`src/verilog/pcdm_pkg.sv`:
```
// Constants and types for the port C/D pin function multiplexer.
// Assumes a plain register port with one-cycle strobes on clk.
// Behaviour
// - PC3 field selects SPI out or comparator1
// - PC2 code 01 drives periodic timer1
// - PC1 selects SPI out or oscillator two
// - PC0 selects chip select, oscillator, timer
// - Select-high bits 7..6 read zero
// - PC5 code 01 connects comparator1 positive
// - PC4 code 01 connects comparator1 negative
// - PD3 code 01 connects opamp0 positive
// - PD2 code 01 connects opamp0 negative
// - PD1 code 01 connects comparator0 positive
// - PD0 selects comparator0 out or clock
// - Data-in source PA1 or PB6
// - Chip-select source PA3 or PC0
// - Clock source PD0 or PA4
// - Receive source PB6, PA0 or PA5
// - Master mode overrides chip-select/clock sources; the chip-select override also needs chip select enabled
// - Data and control registers reset ones
// - Output drives high before data write
// - Bit operations are whole-byte read-modify-write
// - Port A falling edge wakes device
// - Select registers reset zero, read/write
package pcdm_pkg;
   localparam logic [3:0] PCDM_ADDR_PCSEL_LO = 4'h0;
   localparam logic [3:0] PCDM_ADDR_PCSEL_HI = 4'h1;
   localparam logic [3:0] PCDM_ADDR_PDSEL = 4'h2;
   localparam logic [3:0] PCDM_ADDR_INSEL = 4'h3;
   localparam logic [3:0] PCDM_ADDR_PA_DATA = 4'h4;
   localparam logic [3:0] PCDM_ADDR_PA_CTRL = 4'h5;
   localparam logic [3:0] PCDM_ADDR_PC_DATA = 4'h6;
   localparam logic [3:0] PCDM_ADDR_PC_CTRL = 4'h7;
   localparam logic [3:0] PCDM_ADDR_PD_DATA = 4'h8;
   localparam logic [3:0] PCDM_ADDR_PD_CTRL = 4'h9;
   localparam logic [3:0] PCDM_ADDR_PA_WAKE = 4'ha;
   localparam logic [3:0] PCDM_ADDR_PA_PIN = 4'hb;
   localparam logic [3:0] PCDM_ADDR_PC_PIN = 4'hc;
   localparam logic [3:0] PCDM_ADDR_PD_PIN = 4'hd;
   localparam logic [7:0] PCDM_SEL_RESET = 8'h00;
   localparam logic [7:0] PCDM_PORT_RESET = 8'hff;
   localparam logic [7:0] PCDM_WAKE_RESET = 8'h00;
   localparam logic [7:0] PCDM_PCSEL_HI_MASK = 8'h3f;
   localparam logic [7:0] PCDM_UNMAPPED_DATA = 8'h00;
   localparam logic [1:0] PCDM_C00 = 2'h0;
   localparam logic [1:0] PCDM_C01 = 2'h1;
   localparam logic [1:0] PCDM_C10 = 2'h2;
   localparam logic [1:0] PCDM_C11 = 2'h3;

   typedef struct packed {
      logic [3:0] addr;
      logic [7:0] wdata;
      logic wr;
      logic rd;
   } pcdm_bus_t;

   // Peripheral outputs that may claim a pin
   typedef struct packed {
      logic spi_data_out;
      logic spi_cs_out;
      logic spi_clk_out;
      logic comparator1_output;
      logic comparator0_output;
      logic periodic_timer1_output;
      logic standard_timer1_output;
   } pcdm_periph_out_t;

   // Pin levels handed to peripherals
   typedef struct packed {
      logic spi_data_in;
      logic spi_cs_in;
      logic spi_clk_in;
      logic uart_rx_in;
      logic standard_timer1_capture_input;
      logic standard_timer1_clock_input;
      logic external_reset_input;
   } pcdm_periph_in_t;

   // Analog and oscillator connection enables
   typedef struct packed {
      logic comparator0_negative_input;
      logic comparator1_positive_input;
      logic comparator1_negative_input;
      logic opamp0_positive_input;
      logic opamp0_negative_input;
      logic comparator0_positive_input;
      logic oscillator_pin_one;
      logic oscillator_pin_two;
   } pcdm_analog_t;
endpackage : pcdm_pkg

```
`src/verilog/pcdm_pin_mux.sv`:
```
// Pin function multiplexer for ports C and D, input routing, port A wake.
// Assumes pins arrive asynchronously; peripheral signals are on clk.
//
// Our own choices: the strobed register port and the address map.
`timescale 1ns/1ps
`default_nettype none
module pcdm_pin_mux
   import pcdm_pkg::*;
(
   input wire logic clk,
   input wire logic rst_n,
   input wire pcdm_bus_t bus,
   output logic [7:0] rdata,
   input wire logic spi_master_mode,
   input wire logic serial_module_enable,
   input wire logic chip_select_enable,
   input wire logic sleep_mode,
   input wire pcdm_periph_out_t periph_out,
   output pcdm_periph_in_t periph_in,
   output pcdm_analog_t analog_en,
   input wire logic [7:0] pa_in,
   input wire logic [7:0] pb_in,
   input wire logic [6:0] pc_in,
   input wire logic [3:0] pd_in,
   output logic [7:0] pa_out,
   output logic [7:0] pa_oe_n,
   output logic [6:0] pc_out,
   output logic [6:0] pc_oe_n,
   output logic [3:0] pd_out,
   output logic [3:0] pd_oe_n,
   output logic wake_up
);
   logic [7:0] pcsel_lo_reg;
   logic [7:0] pcsel_hi_reg;
   logic [7:0] pdsel_reg;
   logic [7:0] insel_reg;
   logic [7:0] pa_data_reg;
   logic [7:0] pa_ctrl_reg;
   logic [7:0] pc_data_reg;
   logic [7:0] pc_ctrl_reg;
   logic [7:0] pd_data_reg;
   logic [7:0] pd_ctrl_reg;
   logic [7:0] pa_wake_reg;
   logic [7:0] rdata_reg;
   logic [7:0] rdata_next;
   logic wake_reg;

   // Two-flop synchronisers for all pins
   logic [26:0] pin_meta_reg;
   logic [26:0] pin_sync_reg;
   logic [7:0] pa_prev_reg;
   wire [26:0] pin_raw = {pd_in, pc_in, pb_in, pa_in};
   wire [7:0] pa_s = pin_sync_reg[7:0];
   wire [7:0] pb_s = pin_sync_reg[15:8];
   wire [6:0] pc_s = pin_sync_reg[22:16];
   wire [3:0] pd_s = pin_sync_reg[26:23];

   always_ff @(posedge clk or negedge rst_n) begin
      if (!rst_n) begin
         // Idle high like the edge history, so release shows no false fall
         pin_meta_reg <= '1;
         pin_sync_reg <= '1;
         pa_prev_reg <= 8'hff;
      end else begin
         pin_meta_reg <= pin_raw;
         pin_sync_reg <= pin_meta_reg;
         pa_prev_reg <= pa_s;
      end
   end

   // Register write decode
   wire wr_pcsel_lo = bus.wr && (bus.addr == PCDM_ADDR_PCSEL_LO);
   wire wr_pcsel_hi = bus.wr && (bus.addr == PCDM_ADDR_PCSEL_HI);
   wire wr_pdsel = bus.wr && (bus.addr == PCDM_ADDR_PDSEL);
   wire wr_insel = bus.wr && (bus.addr == PCDM_ADDR_INSEL);
   wire wr_pa_data = bus.wr && (bus.addr == PCDM_ADDR_PA_DATA);
   wire wr_pa_ctrl = bus.wr && (bus.addr == PCDM_ADDR_PA_CTRL);
   wire wr_pc_data = bus.wr && (bus.addr == PCDM_ADDR_PC_DATA);
   wire wr_pc_ctrl = bus.wr && (bus.addr == PCDM_ADDR_PC_CTRL);
   wire wr_pd_data = bus.wr && (bus.addr == PCDM_ADDR_PD_DATA);
   wire wr_pd_ctrl = bus.wr && (bus.addr == PCDM_ADDR_PD_CTRL);
   wire wr_pa_wake = bus.wr && (bus.addr == PCDM_ADDR_PA_WAKE);

   // Select registers clear to zero
   always_ff @(posedge clk or negedge rst_n) begin
      if (!rst_n) begin
         pcsel_lo_reg <= PCDM_SEL_RESET;
         pcsel_hi_reg <= PCDM_SEL_RESET;
         pdsel_reg <= PCDM_SEL_RESET;
         insel_reg <= PCDM_SEL_RESET;
      end else begin
         if (wr_pcsel_lo) pcsel_lo_reg <= bus.wdata;
         if (wr_pcsel_hi) pcsel_hi_reg <= bus.wdata & PCDM_PCSEL_HI_MASK;
         if (wr_pdsel) pdsel_reg <= bus.wdata;
         if (wr_insel) insel_reg <= bus.wdata;
      end
   end

   // Port data and control start all ones: inputs, high data
   always_ff @(posedge clk or negedge rst_n) begin
      if (!rst_n) begin
         pa_data_reg <= PCDM_PORT_RESET;
         pa_ctrl_reg <= PCDM_PORT_RESET;
         pc_data_reg <= PCDM_PORT_RESET;
         pc_ctrl_reg <= PCDM_PORT_RESET;
         pd_data_reg <= PCDM_PORT_RESET;
         pd_ctrl_reg <= PCDM_PORT_RESET;
         pa_wake_reg <= PCDM_WAKE_RESET;
      end else begin
         // Whole-byte writes only; bit ops are software RMW
         if (wr_pa_data) pa_data_reg <= bus.wdata;
         if (wr_pa_ctrl) pa_ctrl_reg <= bus.wdata;
         if (wr_pc_data) pc_data_reg <= bus.wdata;
         if (wr_pc_ctrl) pc_ctrl_reg <= bus.wdata;
         if (wr_pd_data) pd_data_reg <= bus.wdata;
         if (wr_pd_ctrl) pd_ctrl_reg <= bus.wdata;
         if (wr_pa_wake) pa_wake_reg <= bus.wdata;
      end
   end

   // Read mux; data registers read back the written value, pin levels have their own addresses
   always_comb begin
      if (!bus.rd) rdata_next = rdata_reg;
      else if (bus.addr == PCDM_ADDR_PCSEL_LO) rdata_next = pcsel_lo_reg;
      else if (bus.addr == PCDM_ADDR_PCSEL_HI) rdata_next = pcsel_hi_reg & PCDM_PCSEL_HI_MASK;
      else if (bus.addr == PCDM_ADDR_PDSEL) rdata_next = pdsel_reg;
      else if (bus.addr == PCDM_ADDR_INSEL) rdata_next = insel_reg;
      else if (bus.addr == PCDM_ADDR_PA_DATA) rdata_next = pa_data_reg;
      else if (bus.addr == PCDM_ADDR_PA_CTRL) rdata_next = pa_ctrl_reg;
      else if (bus.addr == PCDM_ADDR_PC_DATA) rdata_next = pc_data_reg;
      else if (bus.addr == PCDM_ADDR_PC_CTRL) rdata_next = pc_ctrl_reg;
      else if (bus.addr == PCDM_ADDR_PD_DATA) rdata_next = pd_data_reg;
      else if (bus.addr == PCDM_ADDR_PD_CTRL) rdata_next = pd_ctrl_reg;
      else if (bus.addr == PCDM_ADDR_PA_WAKE) rdata_next = pa_wake_reg;
      else if (bus.addr == PCDM_ADDR_PA_PIN) rdata_next = pa_s;
      else if (bus.addr == PCDM_ADDR_PC_PIN) rdata_next = {1'b0, pc_s};
      else if (bus.addr == PCDM_ADDR_PD_PIN) rdata_next = {4'h0, pd_s};
      else rdata_next = PCDM_UNMAPPED_DATA;
   end

   always_ff @(posedge clk or negedge rst_n) begin
      if (!rst_n) rdata_reg <= PCDM_UNMAPPED_DATA;
      else rdata_reg <= rdata_next;
   end
   assign rdata = rdata_reg;

   // Field extraction
   wire [1:0] f_pc3 = pcsel_lo_reg[7:6];
   wire [1:0] f_pc2 = pcsel_lo_reg[5:4];
   wire [1:0] f_pc1 = pcsel_lo_reg[3:2];
   wire [1:0] f_pc0 = pcsel_lo_reg[1:0];
   wire [1:0] f_pc6 = pcsel_hi_reg[5:4];
   wire [1:0] f_pc5 = pcsel_hi_reg[3:2];
   wire [1:0] f_pc4 = pcsel_hi_reg[1:0];
   wire [1:0] f_pd3 = pdsel_reg[7:6];
   wire [1:0] f_pd2 = pdsel_reg[5:4];
   wire [1:0] f_pd1 = pdsel_reg[3:2];
   wire [1:0] f_pd0 = pdsel_reg[1:0];
   wire [1:0] f_sdi = insel_reg[7:6];
   wire [1:0] f_cs = insel_reg[5:4];
   wire [1:0] f_clk = insel_reg[3:2];
   wire [1:0] f_rx = insel_reg[1:0];

   // Peripheral output claims per pin
   wire pc3_sdo = (f_pc3 == PCDM_C10);
   wire pc3_cmp = (f_pc3 == PCDM_C11);
   wire pc2_ptm = (f_pc2 == PCDM_C01);
   wire pc1_sdo = (f_pc1 == PCDM_C01);
   wire pc1_osc = (f_pc1 == PCDM_C10);
   wire pc0_cs = (f_pc0 == PCDM_C01);
   wire pc0_osc = (f_pc0 == PCDM_C10);
   wire pc0_stm = (f_pc0 == PCDM_C11);
   wire pd0_cmp = (f_pd0 == PCDM_C01);
   wire pd0_clk = (f_pd0 == PCDM_C10);

   wire master_on = spi_master_mode && serial_module_enable;
   wire master_cs = master_on && chip_select_enable;

   // Peripheral drives replace port data; oscillator pins leave digital I/O
   wire [6:0] pc_claim = {1'b0, 1'b0, 1'b0, pc3_sdo | pc3_cmp, pc2_ptm,
                          pc1_sdo | pc1_osc, pc0_cs | pc0_osc | pc0_stm};
   wire [6:0] pc_sig = {1'b0, 1'b0, 1'b0,
                        pc3_cmp ? periph_out.comparator1_output : periph_out.spi_data_out,
                        periph_out.periodic_timer1_output,
                        periph_out.spi_data_out,
                        pc0_stm ? periph_out.standard_timer1_output : periph_out.spi_cs_out};
   wire [6:0] pc_osc = {5'h00, pc1_osc, pc0_osc};
   wire [3:0] pd_claim = {3'h0, pd0_cmp | pd0_clk};
   wire [3:0] pd_sig = {3'h0,
                        pd0_cmp ? periph_out.comparator0_output : periph_out.spi_clk_out};

   // Clock output follows master mode on PA4; chip select on PA3 also needs chip select enabled
   wire pa_cs_drv = master_cs;
   wire pa_clk_drv = master_on;

   genvar gi;
   generate
      for (gi = 0; gi < 7; gi++) begin : g_pc
         wire drive = pc_claim[gi] && !pc_osc[gi];
         assign pc_out[gi] = drive ? pc_sig[gi] : pc_data_reg[gi];
         assign pc_oe_n[gi] = pc_osc[gi] ? 1'b1 : (drive ? 1'b0 : pc_ctrl_reg[gi]);
      end
      for (gi = 0; gi < 4; gi++) begin : g_pd
         assign pd_out[gi] = pd_claim[gi] ? pd_sig[gi] : pd_data_reg[gi];
         assign pd_oe_n[gi] = pd_claim[gi] ? 1'b0 : pd_ctrl_reg[gi];
      end
      for (gi = 0; gi < 8; gi++) begin : g_pa
         wire cs_pin = (gi == 3) && pa_cs_drv;
         wire clk_pin = (gi == 4) && pa_clk_drv;
         assign pa_out[gi] = cs_pin ? periph_out.spi_cs_out :
                             (clk_pin ? periph_out.spi_clk_out : pa_data_reg[gi]);
         assign pa_oe_n[gi] = (cs_pin || clk_pin) ? 1'b0 : pa_ctrl_reg[gi];
      end
   endgenerate

   // Analog and oscillator connections
   assign analog_en.comparator0_negative_input = (f_pc6 == PCDM_C01);
   assign analog_en.comparator1_positive_input = (f_pc5 == PCDM_C01);
   assign analog_en.comparator1_negative_input = (f_pc4 == PCDM_C01);
   assign analog_en.opamp0_positive_input = (f_pd3 == PCDM_C01);
   assign analog_en.opamp0_negative_input = (f_pd2 == PCDM_C01);
   assign analog_en.comparator0_positive_input = (f_pd1 == PCDM_C01);
   assign analog_en.oscillator_pin_one = pc0_osc;
   assign analog_en.oscillator_pin_two = pc1_osc;

   // Input routing; in master mode the clock source field is bypassed, and the chip-select field too with chip select enabled
   assign periph_in.spi_data_in = f_sdi[1] ? pb_s[6] : pa_s[1];
   assign periph_in.spi_cs_in = master_cs ? pa_s[3] & pc_s[0] :
                                (f_cs[1] ? pc_s[0] : pa_s[3]);
   assign periph_in.spi_clk_in = master_on ? pd_s[0] :
                                 (f_clk[1] ? pa_s[4] : pd_s[0]);
   assign periph_in.uart_rx_in = (f_rx == PCDM_C01) ? pa_s[0] :
                                 ((f_rx == PCDM_C10) ? pa_s[5] : pb_s[6]);
   assign periph_in.standard_timer1_capture_input = pc_s[2];
   assign periph_in.external_reset_input = pc_s[2];
   assign periph_in.standard_timer1_clock_input = pc_s[1];

   // Port A falling edge wakes a sleeping device
   wire [7:0] pa_fall = pa_prev_reg & ~pa_s;
   always_ff @(posedge clk or negedge rst_n) begin
      if (!rst_n) wake_reg <= 1'b0;
      else wake_reg <= sleep_mode && |(pa_fall & pa_wake_reg);
   end
   assign wake_up = wake_reg;
endmodule : pcdm_pin_mux
`default_nettype wire

```
`config.mk`:
```
export PLATFORM = sky130hd
export DESIGN_NAME = pcdm_pin_mux
export DESIGN_NICKNAME = d
export VERILOG_FILES = /design/src/verilog/pcdm_pkg.sv /design/src/verilog/pcdm_pin_mux.sv
export SDC_FILE = /design/constraint.sdc
export NUM_CORES = 1
export LEC_CHECK = 0
export BUFFER_PORTS_ARGS = -buffer_cell sky130_fd_sc_hd__buf_2
export CORE_AREA = 2 2 93 131
export DETAILED_ROUTE_END_ITERATION = 12
export DIE_AREA = 0 0 95 133
export MAX_ROUTING_LAYER = met4
export PLACE_DENSITY = 0.84
export SLEW_MARGIN = 20
export SYNTH_ARGS = -nofsm -noshare
export SYNTH_HDL_FRONTEND = slang
export SYNTH_SLANG_ARGS = --single-unit
export TNS_END_PERCENT = 5
```
`constraint.sdc`:
```
create_clock -name clk -period 4.3 [get_ports clk]
set_clock_uncertainty 0.1 [all_clocks]
set_input_delay 0.86 -clock clk [delete_from_list [all_inputs] [get_ports clk]]
set_output_delay 0.86 -clock clk [all_outputs]
set_load 0.05 [all_outputs]
```
==> summary by stage, run 1 <==
Timing
Hold timing on the final database bottoms out at a slack of 0.255 ns. The number of pins with negative max-slew slack in the final report is 0. In the finished design, the share of the clock period the worst path needs comes to 63.7%. Based on the critical path, the design can be clocked at up to 365 MHz. The setup TNS is 0 ns. The time the final worst path needs with I/O delays and setup is 2.74 ns. Setup repair after global routing left no endpoint under its margin.

Setup violations remaining at the end of the flow were counted as 0. For the pin with the worst max-slew slack, the measured transition is 0.874 ns. The worst max-slew margin expressed relative to the limit is 41.7%.

The final-report hold violation count was 0.

Logic synthesis
The post-synthesis average cell area is 11.8 um2. sky130_fd_sc_hd__dfstp_2 is the most common cell in the netlist. In the synthesized netlist, the cells that appear most often are sky130_fd_sc_hd__dfstp_2, sky130_fd_sc_hd__mux2_2, sky130_fd_sc_hd__dfrtp_1, sky130_fd_sc_hd__nand2_1, sky130_fd_sc_hd__buf_4. The top cell type by area accounts for 36.6% of the synthesized area. In this run the cell area of the synthesized design comes to 0.00689 mm2.

Synthesis produced a netlist with a net count of 638. After synthesis the netlist holds a flip-flop and latch count of 143. The count of flip-flops with a built-in enable after synthesis is 0. The async set-or-reset flop fraction in the synthesized netlist is 100%. The dominant register cell in the synthesized netlist is sky130_fd_sc_hd__dfstp_2. The total number of yosys warnings is 0. By area the synthesized netlist is led by sky130_fd_sc_hd__dfstp_2, sky130_fd_sc_hd__dfrtp_1, sky130_fd_sc_hd__mux2_2, sky130_fd_sc_hd__buf_4, sky130_fd_sc_hd__mux2i_1.

The cell type with the highest aggregate area in the netlist is sky130_fd_sc_hd__dfstp_2. The count of mapped cells out of synthesis is 583. In this run, distinct cell masters in the synthesized netlist total 57. The share of the Yosys chip area taken by registers is 53.7%.

Final layout
The final standard cell count with taps included and fillers excluded is 809. The number of inserted filler cells in the final layout is 840. The final-stage net count is 704. The area growth from synthesis to layout is 13.6%.

In the final layout, flip-flops and latches occupy 0.00370 mm2. The number of antenna diodes in the final layout is 0. Cells with a size suffix above 1 make up 52.1% of the layout. In the final layout, the multi-input gates occupy 0.00272 mm2. The final standard cell area without fillers is 0.00783 mm2.

Global route
The initial antenna violation count was 0. The number of global-route vias before repair came to 5,182. The total overflow left after global routing is 0. The global-route track usage on met1 is 36.8%. Global routing consumed, on the met2 layer, 47.1% of the routing resources. Global routing used 6.38% of the available met3 tracks. The pin count of the biggest net entering global routing is 115. The global-route wire length before repair is 27,600 um. In the global route stage, overall resource usage came out at 29.7%.

The layer flagged by global routing as most heavily used is met2.

Clock network
The H-tree was split into 4 levels. The clock passes through at most 2 buffers. Buffers inserted to repair hold after CTS numbered 0.

The clock network latency to the later pin of the worst-skew pair is 0.42 ns. TritonCTS built the clock tree. Clock tree synthesis selected as its root buffer the cell sky130_fd_sc_hd__clkbuf_16. The tree built by TritonCTS fans out to 143 sinks.

After clock tree synthesis, the repair step resized 0 gates. After clock tree synthesis, the setup repair step added 0 buffers. The total CTS buffers is 17. The clock edge transition at the registers on the reported setup and hold paths is 0.06 ns.

Floorplanning
The area of the core is 0.0116 mm2. The starting density of the core is 59.5%. The die is 133 um tall. From left edge to right edge, the die measures 95 um.

116 I/O pins were placed. In this run the core area contains 47 standard-cell rows. The die footprint is 0.0126 mm2.

Power and ir drop
Sequential cells burn 41.7% of the power. The proportion of power drawn by combinational gates is 26.5%. The switching component of the power is 1.56 mW. Net switching is 35.0% of the power. IR analysis of the VDD net gives a maximum drop of 329 uV. In this run the power density over the cells is 569 mW/mm2.

Summed over all cells, the static leakage comes to 3.38 nW. The share of total power in the clock network is 31.8%. The design internal power is 2.89 mW. Power comes to 4.46 mW.

Critical path
The worst setup path is of the in2reg kind. The depth of the worst register-to-register path is 5. Walking the worst path, the cells encountered are buf_2 -> nor2b_1 -> a21oi_1 -> a211oi_1 -> a2bb2oi_1 -> o22ai_1. The largest single stage delay on the critical path is 0.62 ns. The endpoint of the lowest-slack register-to-register path is rdata[2]. The worst setup path is launched from a primary input. The highest-delay cell along the critical path is sky130_fd_sc_hd__nor2b_1. The worst path arrival time is 2.93 ns. The worst setup path is captured at a flop. Along the worst path, the maximum fanout reaches 34. The reg-to-reg critical path startpoint is pin_sync_reg[2]. For the worst setup path, the data required time is 4.49 ns. The slack of the worst reg-to-reg path is 2.61 ns.

Outcome
The run finished with clean final reports.

Job
The number of max-capacitance violations reported is 0.

Drt
Across all layers, the routed design uses 4,990 vias. The detail route stage leaves a number of antenna-violating nets equal to 0. For this block, the initial DRC count from the detailed router was 441. The total wire length is 17,200 um. In the routed layout, each cell is associated on average with a via count of 6.17. The average wire per standard cell is 21.2 um.

The first-pass iteration count of the detailed router is 6. The number of remaining DRC errors is 0.

Hold path
The worst hold path was traced through 0 stages. The min-delay analysis places its worst path in the category reg2reg. The beginning of the worst hold path is pin_meta_reg[25]. The sink of the worst hold path is pin_sync_reg[25].

Placement
Counting tap cells, the placed design contains a total of 777 instances. The placed instances occupy a cell area of 0.00725 mm2. The HPWL reported at the end of detailed placement is 11,700 um. The routability-driven placement congestion ratio is 0.918. The port buffer count is 108.
## cells by family after synthesis
kind of cell	count (synthesis)	share of synthesized area (%)
flip-flops	143	53.7
AND/OR/NAND/NOR	129	10.1
buffers and inverters	82	6.92
adder cells (fa/ha/maj)	2	0.327
AO/OA/AOI/OAI	117	11.2
multiplexers	110	17.8
## final cells by class
type | instances | area share, %
Timing Repair Buffer | 111 | 7.47
Multi-Input combinational cell | 358 | 34.7
Clock inverter | 12 | 1.39
Clock buffer | 20 | 5.98
Sequential cell | 143 | 47.3
Tap cell | 147 | 2.35
Inverter | 18 | 0.863
## metrics by stage
| stage | utilization, % | setup slack [ns] |
|---|---|---|
| floorplan | - | 1.34 |
| global placement | 62.6 | 1.23 |
| detailed placement | 62.6 | 1.22 |
| CTS | 67.5 | 1.64 |
| global route | 67.6 | 1.47 |
| finish | 67.6 | 1.56 |
## critical path, delay by kind of cell
kind	cells	cell delay (ns)
AOI/OAI and AO/OA	4	0.90
buffers and inverters	1	0.53
and+or+nand+nor	1	0.62
## how the worst max path moves through the flow
stage | startpoint | to | slack, ns | depth (start not counted)
5_1_grt | bus[11] | rdata[3] | 1.47 | 7
3_3_place_gp | bus[11] | insel_reg[6] | 1.23 | 5
6_report | bus[11] | rdata[1] | 1.56 | 6
4_1_cts | bus[11] | rdata[1] | 1.64 | 6
3_5_place_dp | bus[11] | insel_reg[6] | 1.22 | 5
2_1_floorplan | periph_out[2] | pd_out[0] | 1.34 | 2
## cell usage in the layout, fill, tap and decap left out, drive strengths merged, types with 5 or more instances in the layout
cell / netlist / layout
a31oi: 5 / 5
a2bb2oi: 5 / 5
o22ai: 14 / 14
mux2i: 21 / 21
nand2: 45 / 45
o221ai: 8 / 8
dfrtp: 47 / 47
nor2b: 19 / 19
clkbuf: 14 / 21
a21oi: 27 / 27
inv: 18 / 20
buf: 50 / 110
nand3: 14 / 14
o21ai: 29 / 29
nor2: 19 / 19
a211oi: 5 / 5
mux2: 88 / 88
dfstp: 96 / 96
nand2b: 9 / 9
clkinv: 0 / 6
## power by group through the flow
| stage | clock network, mW | logic [mW] | registers, mW |
|---|---|---|---|
| finish | 1.42 | 1.18 | 1.86 |
| global route | 1.49 | 1.25 | 1.89 |
| CTS | 1.43 | 1.18 | 1.85 |
| detailed placement | 0 | 1.17 | 1.87 |
| global placement | 0 | 1.15 | 1.85 |
| floorplan | 0 | 0.962 | 1.84 |
## per-layer routing
metal | share of wire (%) | vias to the layer above | wire length, um
met4 | 3.4 | 0 | 577
met1 | 38 | 2488 | 6460
met3 | 7.2 | 58 | 1240
li1 | - | 2189 | -
met5 | 0 | - | 0
met2 | 52 | 255 | 8910
Note: power is estimated with default switching activity, not from simulation.
==> run 2, diff against run 1 <==
--- a/config.mk
+++ b/config.mk
@@ -5,12 +5,13 @@
 export SDC_FILE = /design/constraint.sdc
 export NUM_CORES = 1
 export LEC_CHECK = 0
+export ABC_AREA = 1
 export BUFFER_PORTS_ARGS = -buffer_cell sky130_fd_sc_hd__buf_2
-export CORE_AREA = 2 2 93 131
+export CORE_AREA = 2 2 98 138
 export DETAILED_ROUTE_END_ITERATION = 12
-export DIE_AREA = 0 0 95 133
+export DIE_AREA = 0 0 100 140
 export MAX_ROUTING_LAYER = met4
-export PLACE_DENSITY = 0.84
+export PLACE_DENSITY = 0.75
 export SLEW_MARGIN = 20
 export SYNTH_ARGS = -nofsm -noshare
 export SYNTH_HDL_FRONTEND = slang
==> constraint.sdc (replaced) <==
create_clock -name clk -period 2.38 [get_ports clk]
set_clock_uncertainty 0.1 [all_clocks]
set_input_delay 0.476 -clock clk [delete_from_list [all_inputs] [get_ports clk]]
set_output_delay 0.476 -clock clk [all_outputs]
set_load 0.05 [all_outputs]
==> run 2 against run 1 <==
Compared with the run above: via count rose by 1.8%; die area rose by 11%; setup slack got worse by 1.6 ns; sequential cell count did not move; routed wire length fell by 0.41%; first-iteration DRC count fell by 0.23%; sequential power rose by 76%; non-clock buffer count rose by 8; clock power rose by 82%; utilization fell by 9.4 points; register-to-register slack got worse by 1.9 ns; critical path type is now reg2out; largest power group unchanged; highest routed layer unchanged.
==> summary by stage, run 2 <==
Outcome
The run finished with clean final reports.

Clock network
The H-tree depth reported by CTS came to 4 (unchanged). The total clock sinks is 143 (unchanged). The tree is rooted in a sky130_fd_sc_hd__clkbuf_16. The count of cells resized by post-cts repair is 0 (unchanged). The clock network latency to the later pin of the worst-skew pair is 0.43 ns (about the same). The total CTS buffers was 17 (unchanged).

The clock tree from TritonCTS is built. The maximum buffer depth of the clock tree came to 2 (unchanged). The clock edge transition at the registers on the reported setup and hold paths is 0.06 ns (about the same).

Floorplanning
The number of core rows is 49 (+4.3%). The area of the core is 0.0128 mm2 (+10%). The width of the die is 100 um (+5.3%). The die outline height is 140 um (+5.3%). The starting density of the core came to 49.5% (-10 points). The die footprint was 0.0140 mm2 (+11%).

The number of top-level pins is 116 (unchanged).

Placement
The routability-driven placement congestion ratio is 0.945 (+3.0%). The HPWL reported at the end of detailed placement was 12,400 um (+6.5%). The port buffer count is 108 (unchanged).

The area of placed instances is 0.00684 mm2 (-5.6%). The placed instance count is 935 (+20%).

Drt
The via-per-instance ratio came to 5.25 (-15%). The average wire per standard cell came to 17.7 um (-17%). The starting DRC count in detailed routing was 440 (-0.23%). The count of vias placed by the detailed router is 5,082 (+1.8%).

The total wire length is 17,100 um (-0.41%). The first-pass iteration count of the detailed router is 7 (+1). The post-detailed-route count of antenna-violating nets is 0 (unchanged). The number of remaining DRC errors is 0 (unchanged).

Timing
Setup repair after global routing left no endpoint under its margin. The actual transition at the worst max-transition pin was 0.566 ns (-0.307 ns). The worst path in the final design needs a cycle of 2.37 ns, including I/O delays and setup. The number of pins with negative max-slew slack in the final report is 0 (unchanged). The maximum operating frequency is 421 MHz. The final-report hold violation count is 0 (unchanged).

The tightest hold margin came to 0.0415 ns (-0.213 ns). The worst max-slew margin expressed relative to the limit is 62.2% (+20 points). The final critical-path share of the clock period is 99.7%.

The setup-violating endpoint count in the final report is 0 (unchanged). The setup TNS is 0 ns (unchanged).

Logic synthesis
In the post-synthesis netlist, the biggest area contributors are sky130_fd_sc_hd__dfstp_2, sky130_fd_sc_hd__dfrtp_1, sky130_fd_sc_hd__nand2_1, sky130_fd_sc_hd__o21ai_0, sky130_fd_sc_hd__inv_1. The async set-or-reset flop fraction in the synthesized netlist came to 100% (unchanged). The synthesized design spends more area on one cell type than any other, namely sky130_fd_sc_hd__dfstp_2. The count of mapped cells out of synthesis is 714 (+22%). The count of flip-flops with a built-in enable after synthesis was 0 (unchanged).

The number of different library cells in the post-synthesis netlist is 33 (-42%). The post-synthesis average cell area is 8.83 um2 (-25%). The proportion of synthesized chip area in sequential cells came to 58.6% (+5.0 points).

Ranked by instance count, the synthesized netlist is headed by sky130_fd_sc_hd__nand2_1, sky130_fd_sc_hd__o21ai_0, sky130_fd_sc_hd__dfstp_2, sky130_fd_sc_hd__inv_1, sky130_fd_sc_hd__nor2_1. The total number of yosys warnings is 0 (unchanged). The fraction of synthesized cell area taken by the top area cell type is 40.0% (+3.4 points). The dominant register cell in the synthesized netlist is sky130_fd_sc_hd__dfstp_2. The cell with the most instances after synthesis is sky130_fd_sc_hd__nand2_1.

The net count of the mapped netlist is 769 (+21%). The post-synthesis cell area is 0.00631 mm2 (-8.5%). The post-synthesis register bit count is 143 (unchanged).

Global route
The initial antenna violation count came to 0 (unchanged). The pin count of the biggest net entering global routing is 59 (-49%). The overall overflow remaining after global route was 0 (unchanged). The number of global-route vias before repair is 4,960 (-4.3%). The overall track demand over capacity in global routing was 26.3% (-3.4 points). The global-route wire length before repair is 26,700 um (-3.2%).

Power and ir drop
The design internal power is 4.94 mW (+71%). The proportion of power drawn by combinational gates came to 23.0% (-3.5 points). The maximum vdd drop was 711 uV (+120%).

The static leakage power was 3.55 nW (+4.9%). The switching fraction of total power is 35.2% (+0.11 points). The part of the total power dissipated in sequential elements is 42.9% (+1.2 points). The switching component of the power came to 2.68 mW (+71%).

The total design power is 7.61 mW (+71%). The total power density per cell area was 1030 mW/mm2 (+80%). The share of total power in the clock network is 34.0% (+2.2 points).

Final layout
The final standard cell count with taps included and fillers excluded is 968 (+20%). The fraction of layout cells with a size suffix above 1 is 32.9% (-19 points). The count of inserted antenna diode cells came to 0 (unchanged).

The area used by multi-input combinational logic is 0.00203 mm2 (-25%). In the layout the commonest cells are sky130_fd_sc_hd__nand2_1, sky130_fd_sc_hd__buf_2, sky130_fd_sc_hd__o21ai_0. The final standard cell area without fillers was 0.00742 mm2 (-5.2%).

The combined flip-flop and latch cell area is 0.00370 mm2 (unchanged). The area growth from synthesis to layout is 17.7%. Leaving out fill and tap cells, the most frequent cell in the layout is sky130_fd_sc_hd__nand2_1. The final-stage net count is 857 (+22%). The number of inserted filler cells in the final layout was 1,172 (+40%).

Hold path
The beginning of the worst hold path is pa_in[6]. The sink of the worst hold path is pin_meta_reg[6]. The worst hold path belongs to the class in2reg. The number of cells on the worst hold path is 1 (+1).

Critical path
The highest net fanout along the worst path is 3 (-91%). The endpoint identified for the worst register-to-register timing path is rdata[6]. The startpoint identified for the worst register-to-register timing path is pin_sync_reg[6]. The endpoint class of the critical path is an output port. The worst setup path is of the reg2out kind. The worst endpoint required time was 1.80 ns (-2.69 ns).

The depth of the worst register-to-register path is 10 (+5). The worst path arrival time is 1.80 ns (-1.13 ns). The slack of the worst reg-to-reg path is 0.69 ns (-1.92 ns). The element type at the critical path start is a flop.

Job
The number of max-capacitance violations reported is 0 (unchanged).
## run 2: cell types whose count changed in the layout (fill, tap and decap cells not counted), moves of 19 or more
| cell | delta |
|---|---|
| sky130_fd_sc_hd__nor2b_1 | -19 |
| sky130_fd_sc_hd__inv_1 | +50 |
| sky130_fd_sc_hd__nor2_1 | +44 |
| sky130_fd_sc_hd__mux2i_1 | -21 |
| sky130_fd_sc_hd__nand2_1 | +164 |
| sky130_fd_sc_hd__mux2_2 | -86 |
| sky130_fd_sc_hd__o21ai_0 | +73 |
## run 2: stage by stage
step / utilization (%) / setup slack, ns
floorplan: - / 0.136
global placement: 53.6 / 0.202
detailed placement: 53.6 / 0.221
CTS: 58.2 / 0.0406
global route: 58.2 / 0.0121
finish: 58.2 / 0.00645
## run 2: per-layer routing
layer | wire length, um | share of wire [%] | GRT usage [%]
met1 | 6700 | 39 | 29.9
met2 | 8800 | 51 | 44.2
met3 | 923 | 5.4 | 5.19
met4 | 700 | 4.1 | 13.0
met5 | 0 | 0 | -
## run 2: worst max-delay path by stage
stage                               start        end  slack [ns]
after global routing         pdsel_reg[1]  pd_out[0]        0.01
after detailed placement          bus[11]   rdata[6]        0.22
after floorplan           spi_master_mode  pa_out[4]        0.14
after CTS                 pcsel_lo_reg[5]  pc_out[2]        0.04
final                     pcsel_lo_reg[5]  pc_out[2]       0.006
after global placement            bus[11]   rdata[6]        0.20
## run 2: cells by family (layout without fill, tap and decap cells)
| group | after synthesis | in the layout | share of synthesized area, % |
|---|---|---|---|
| AO/OA/AOI/OAI | 131 | 131 | 10.8 |
| adder cells (fa/ha/maj) | 1 | 1 | 0.198 |
| buffers and inverters | 122 | 223 | 9.16 |
| flip-flops | 143 | 143 | 58.6 |
| multiplexers | 2 | 2 | 0.357 |
| AND/OR/NAND/NOR | 315 | 315 | 20.9 |
## run 2: critical path, stage by stage, from the launching register on
cell	delay (ns)
sky130_fd_sc_hd__dfrtp_1	0.41
sky130_fd_sc_hd__nor2_1	0.37
sky130_fd_sc_hd__mux2_2	0.38
sky130_fd_sc_hd__buf_2	0.21
## run 2: final cells by class
| cell class | instances | area share, % |
|---|---|---|
| multi-input cells | 449 | 27.4 |
| repair buffers | 119 | 8.85 |
| clock inverters | 12 | 1.84 |
| well taps | 153 | 2.58 |
| clock buffers | 20 | 5.88 |
| flip-flops and latches | 143 | 49.8 |
| inverters | 72 | 3.64 |
## run 2: power by group through the flow
stage,combinational (mW),sequential (mW),clock (mW)
finish,1.75,3.27,2.59
global route,1.89,3.31,2.71
CTS,1.76,3.26,2.62
detailed placement,1.75,3.29,0
global placement,1.72,3.28,0
floorplan,1.35,3.26,0
## run 2: what timing repair did
item / 4_1_cts / 5_1_grt
endpoints found under the hold margin: 29 / 0
setup buffers: 0 / 0
hold buffers: 1 / 0
==> run 3, diff against run 2 <==
--- a/config.mk
+++ b/config.mk
@@ -10,6 +10,7 @@
 export CORE_AREA = 2 2 98 138
 export DETAILED_ROUTE_END_ITERATION = 12
 export DIE_AREA = 0 0 100 140
+export HOLD_SLACK_MARGIN = 0.08
 export MAX_ROUTING_LAYER = met4
 export PLACE_DENSITY = 0.75
 export SLEW_MARGIN = 20
==> run 3 against run 2 <==
Compared with the run above: count of clock-buffer cells in the layout unchanged; die area unchanged; critical path depth unchanged; via count increased by 2.3%; utilization increased by 1.6 points.
==> summary by stage, run 3 (synthesized netlist as in run 2, its figures left out) <==
Power and ir drop
The design internal power is 4.96 mW (+0.44%). The switching component of the power came to 2.67 mW (-0.16%). The part of the total power dissipated in sequential elements is 42.8% (about the same). The total power density per cell area is 1000 mW/mm2 (-2.4%). The share of total power in the clock network is 33.9% (about the same).

The proportion of power drawn by combinational gates was 23.3% (+0.3 points). The static leakage power is 3.63 nW (+2.4%). The maximum vdd drop is 707 uV (-0.56%). The switching fraction of total power came to 35.0% (-0.14 points).

Global route
The overall overflow remaining after global route is 0 (unchanged). The initial antenna violation count is 0 (unchanged). The number of global-route vias before repair was 5,070 (+2.2%). The pin count of the biggest net entering global routing came to 59 (unchanged). The global-route wire length before repair is 27,200 um (+1.6%).

The overall track demand over capacity in global routing came to 26.7% (+0.39 points).

Floorplanning
The number of top-level pins is 116 (unchanged). The starting density of the core is 49.5% (unchanged). The area of the core was 0.0128 mm2 (unchanged). The die footprint came to 0.0140 mm2 (unchanged).

The width of the die came to 100 um (unchanged). The die outline height is 140 um (unchanged). The number of core rows was 49 (unchanged).

Drt
The post-detailed-route count of antenna-violating nets is 0 (unchanged). The number of remaining DRC errors is 0 (unchanged). The starting DRC count in detailed routing is 438 (-0.45%). The via-per-instance ratio was 5.26 (+0.25%). The count of vias placed by the detailed router is 5,200 (+2.3%). The total wire length is 17,400 um (+1.4%). The average wire per standard cell is 17.6 um (-0.66%). The first-pass iteration count of the detailed router is 7 (unchanged).

Timing
The setup-violating endpoint count in the final report is 0 (unchanged). The final critical-path share of the clock period was 99.2% (-0.56 points). The final-report hold violation count is 0 (unchanged). Setup repair after global routing left no endpoint under its margin.

The actual transition at the worst max-transition pin came to 0.562 ns (-0.00420 ns). The worst max-slew margin expressed relative to the limit was 62.5% (+0.28 points). The setup TNS is 0 ns (unchanged). The number of pins with negative max-slew slack in the final report was 0 (unchanged).

The maximum operating frequency is 424 MHz (+0.56%). The setup slack after layout came to 0.0197 ns (+0.0132 ns). The time the final worst path needs with I/O delays and setup is 2.36 ns (-0.0132 ns).

Final layout
Compared with the post-synthesis result, the final layout area differs by 20.8%. The most common cell after layout, fill and taps aside is sky130_fd_sc_hd__nand2_1. The final-stage net count is 877 (+2.3%). The number of inserted filler cells in the final layout is 1,139 (-2.8%). The final standard cell count with taps included and fillers excluded came to 988 (+2.1%). The fraction of layout cells with a size suffix above 1 came to 32.1% (-0.79 points). In the layout the commonest cells are sky130_fd_sc_hd__nand2_1, sky130_fd_sc_hd__buf_2, sky130_fd_sc_hd__o21ai_0. The count of inserted antenna diode cells is 0 (unchanged). The core utilization of the finished layout came to 59.8% (+1.6 points).

Job
The number of max-capacitance violations reported is 0 (unchanged).

Critical path
The worst setup path category is reg2out. The reg-to-reg critical path startpoint is pin_sync_reg[6]. The worst endpoint required time is 1.80 ns (about the same). The endpoint identified for the worst register-to-register timing path is rdata[6]. The highest net fanout along the worst path was 3 (unchanged). The family with the most delay on the worst path is flip-flops.

The worst path arrival time is 1.78 ns (-0.02 ns). The depth of the worst register-to-register path is 10 (unchanged). The endpoint class of the critical path is an output port. The worst setup path is launched from a flop. The critical path goes through nor2_1 -> mux2_2 -> buf_2. The most critical setup path has its startpoint at pcsel_lo_reg[5]. The largest stage delay on the critical path was 0.41 ns (about the same). The number of cells on the critical path is 3 (unchanged). The slowest stage of the critical path belongs to the cell sky130_fd_sc_hd__dfrtp_1.

The critical path ends at pc_out[2]. The slack of the worst reg-to-reg path came to 0.70 ns (about the same). The number of buffers and inverters on the critical path is 1 (unchanged).

Clock network
The number of buffers inserted for hold repair after clock tree synthesis was 21 (+20). The total CTS buffers was 17 (unchanged). The clock network latency to the later pin of the worst-skew pair is 0.43 ns (about the same). The clock edge transition at the registers on the reported setup and hold paths is 0.06 ns (about the same). The clock root buffer is sky130_fd_sc_hd__clkbuf_16. The H-tree depth reported by CTS is 4 (unchanged). The count of cells resized by post-cts repair came to 0 (unchanged). The total clock sinks came to 143 (unchanged).

The clock tree from TritonCTS is built. The post-CTS repair timing setup buffer count was 0 (unchanged). The maximum buffer depth of the clock tree is 2 (unchanged).

Outcome
The flow ran to the end, and the final reports show no timing, DRC or antenna violations.

Placement
The port buffer count was 108 (unchanged). The pre-CTS setup slack came to 0.221 ns (unchanged). The HPWL reported at the end of detailed placement is 12,400 um (unchanged). The placed instance count is 935 (unchanged). The routability-driven placement congestion ratio came to 0.945 (unchanged).

Hold path
The kind of path behind the tightest hold check is in2reg.
-- run 3: how the worst min path moves through the flow --
stage / startpoint / to / slack [ns] / depth (start not counted)
2_1_floorplan: rst_n / insel_reg[0] / 0.08 / 0
3_3_place_gp: pin_meta_reg[7] / pin_sync_reg[7] / 0.25 / 0
3_5_place_dp: pin_meta_reg[19] / pin_sync_reg[19] / 0.25 / 0
4_1_cts: sleep_mode / wake_up / 0.20 / 2
5_1_grt: sleep_mode / wake_up / 0.19 / 2
6_report: sleep_mode / wake_up / 0.19 / 2
-- run 3: power by group through the flow --
stage / combinational [mW] / sequential [mW] / clock (mW)
3_5_place_dp: 1.75 / 3.29 / 0
2_1_floorplan: 1.35 / 3.26 / 0
5_1_grt: 1.92 / 3.31 / 2.72
4_1_cts: 1.78 / 3.26 / 2.62
3_3_place_gp: 1.72 / 3.28 / 0
6_report: 1.78 / 3.27 / 2.59
-- run 3: stage by stage --
stage	cell area, um2	power [mW]	hold WS [ns]
2_1_floorplan	6310	4.60	0.0804
3_3_place_gp	6840	5.00	0.246
3_5_place_dp	6840	5.04	0.247
4_1_cts	7620	7.66	0.195
5_1_grt	7620	7.94	0.192
6_report	7620	7.63	0.194
-- run 3: final cells by class --
class	count	area [um2]	share of cell area [%]
well taps	153	191	2.51
multi-input cells	449	2030	26.6
clock inverters	12	136	1.79
flip-flops and latches	143	3700	48.5
inverters	72	270	3.55
repair buffers	139	857	11.2
clock buffers	20	437	5.73
-- run 3: routing by layer --
layer / routed length, um / share of wire [%] / GRT usage, %
met5: 0 / 0 / -
met2: 8970 / 52 / 45.3
met3: 952 / 5.5 / 5.34
met4: 752 / 4.3 / 12.8
met1: 6680 / 38 / 30.0
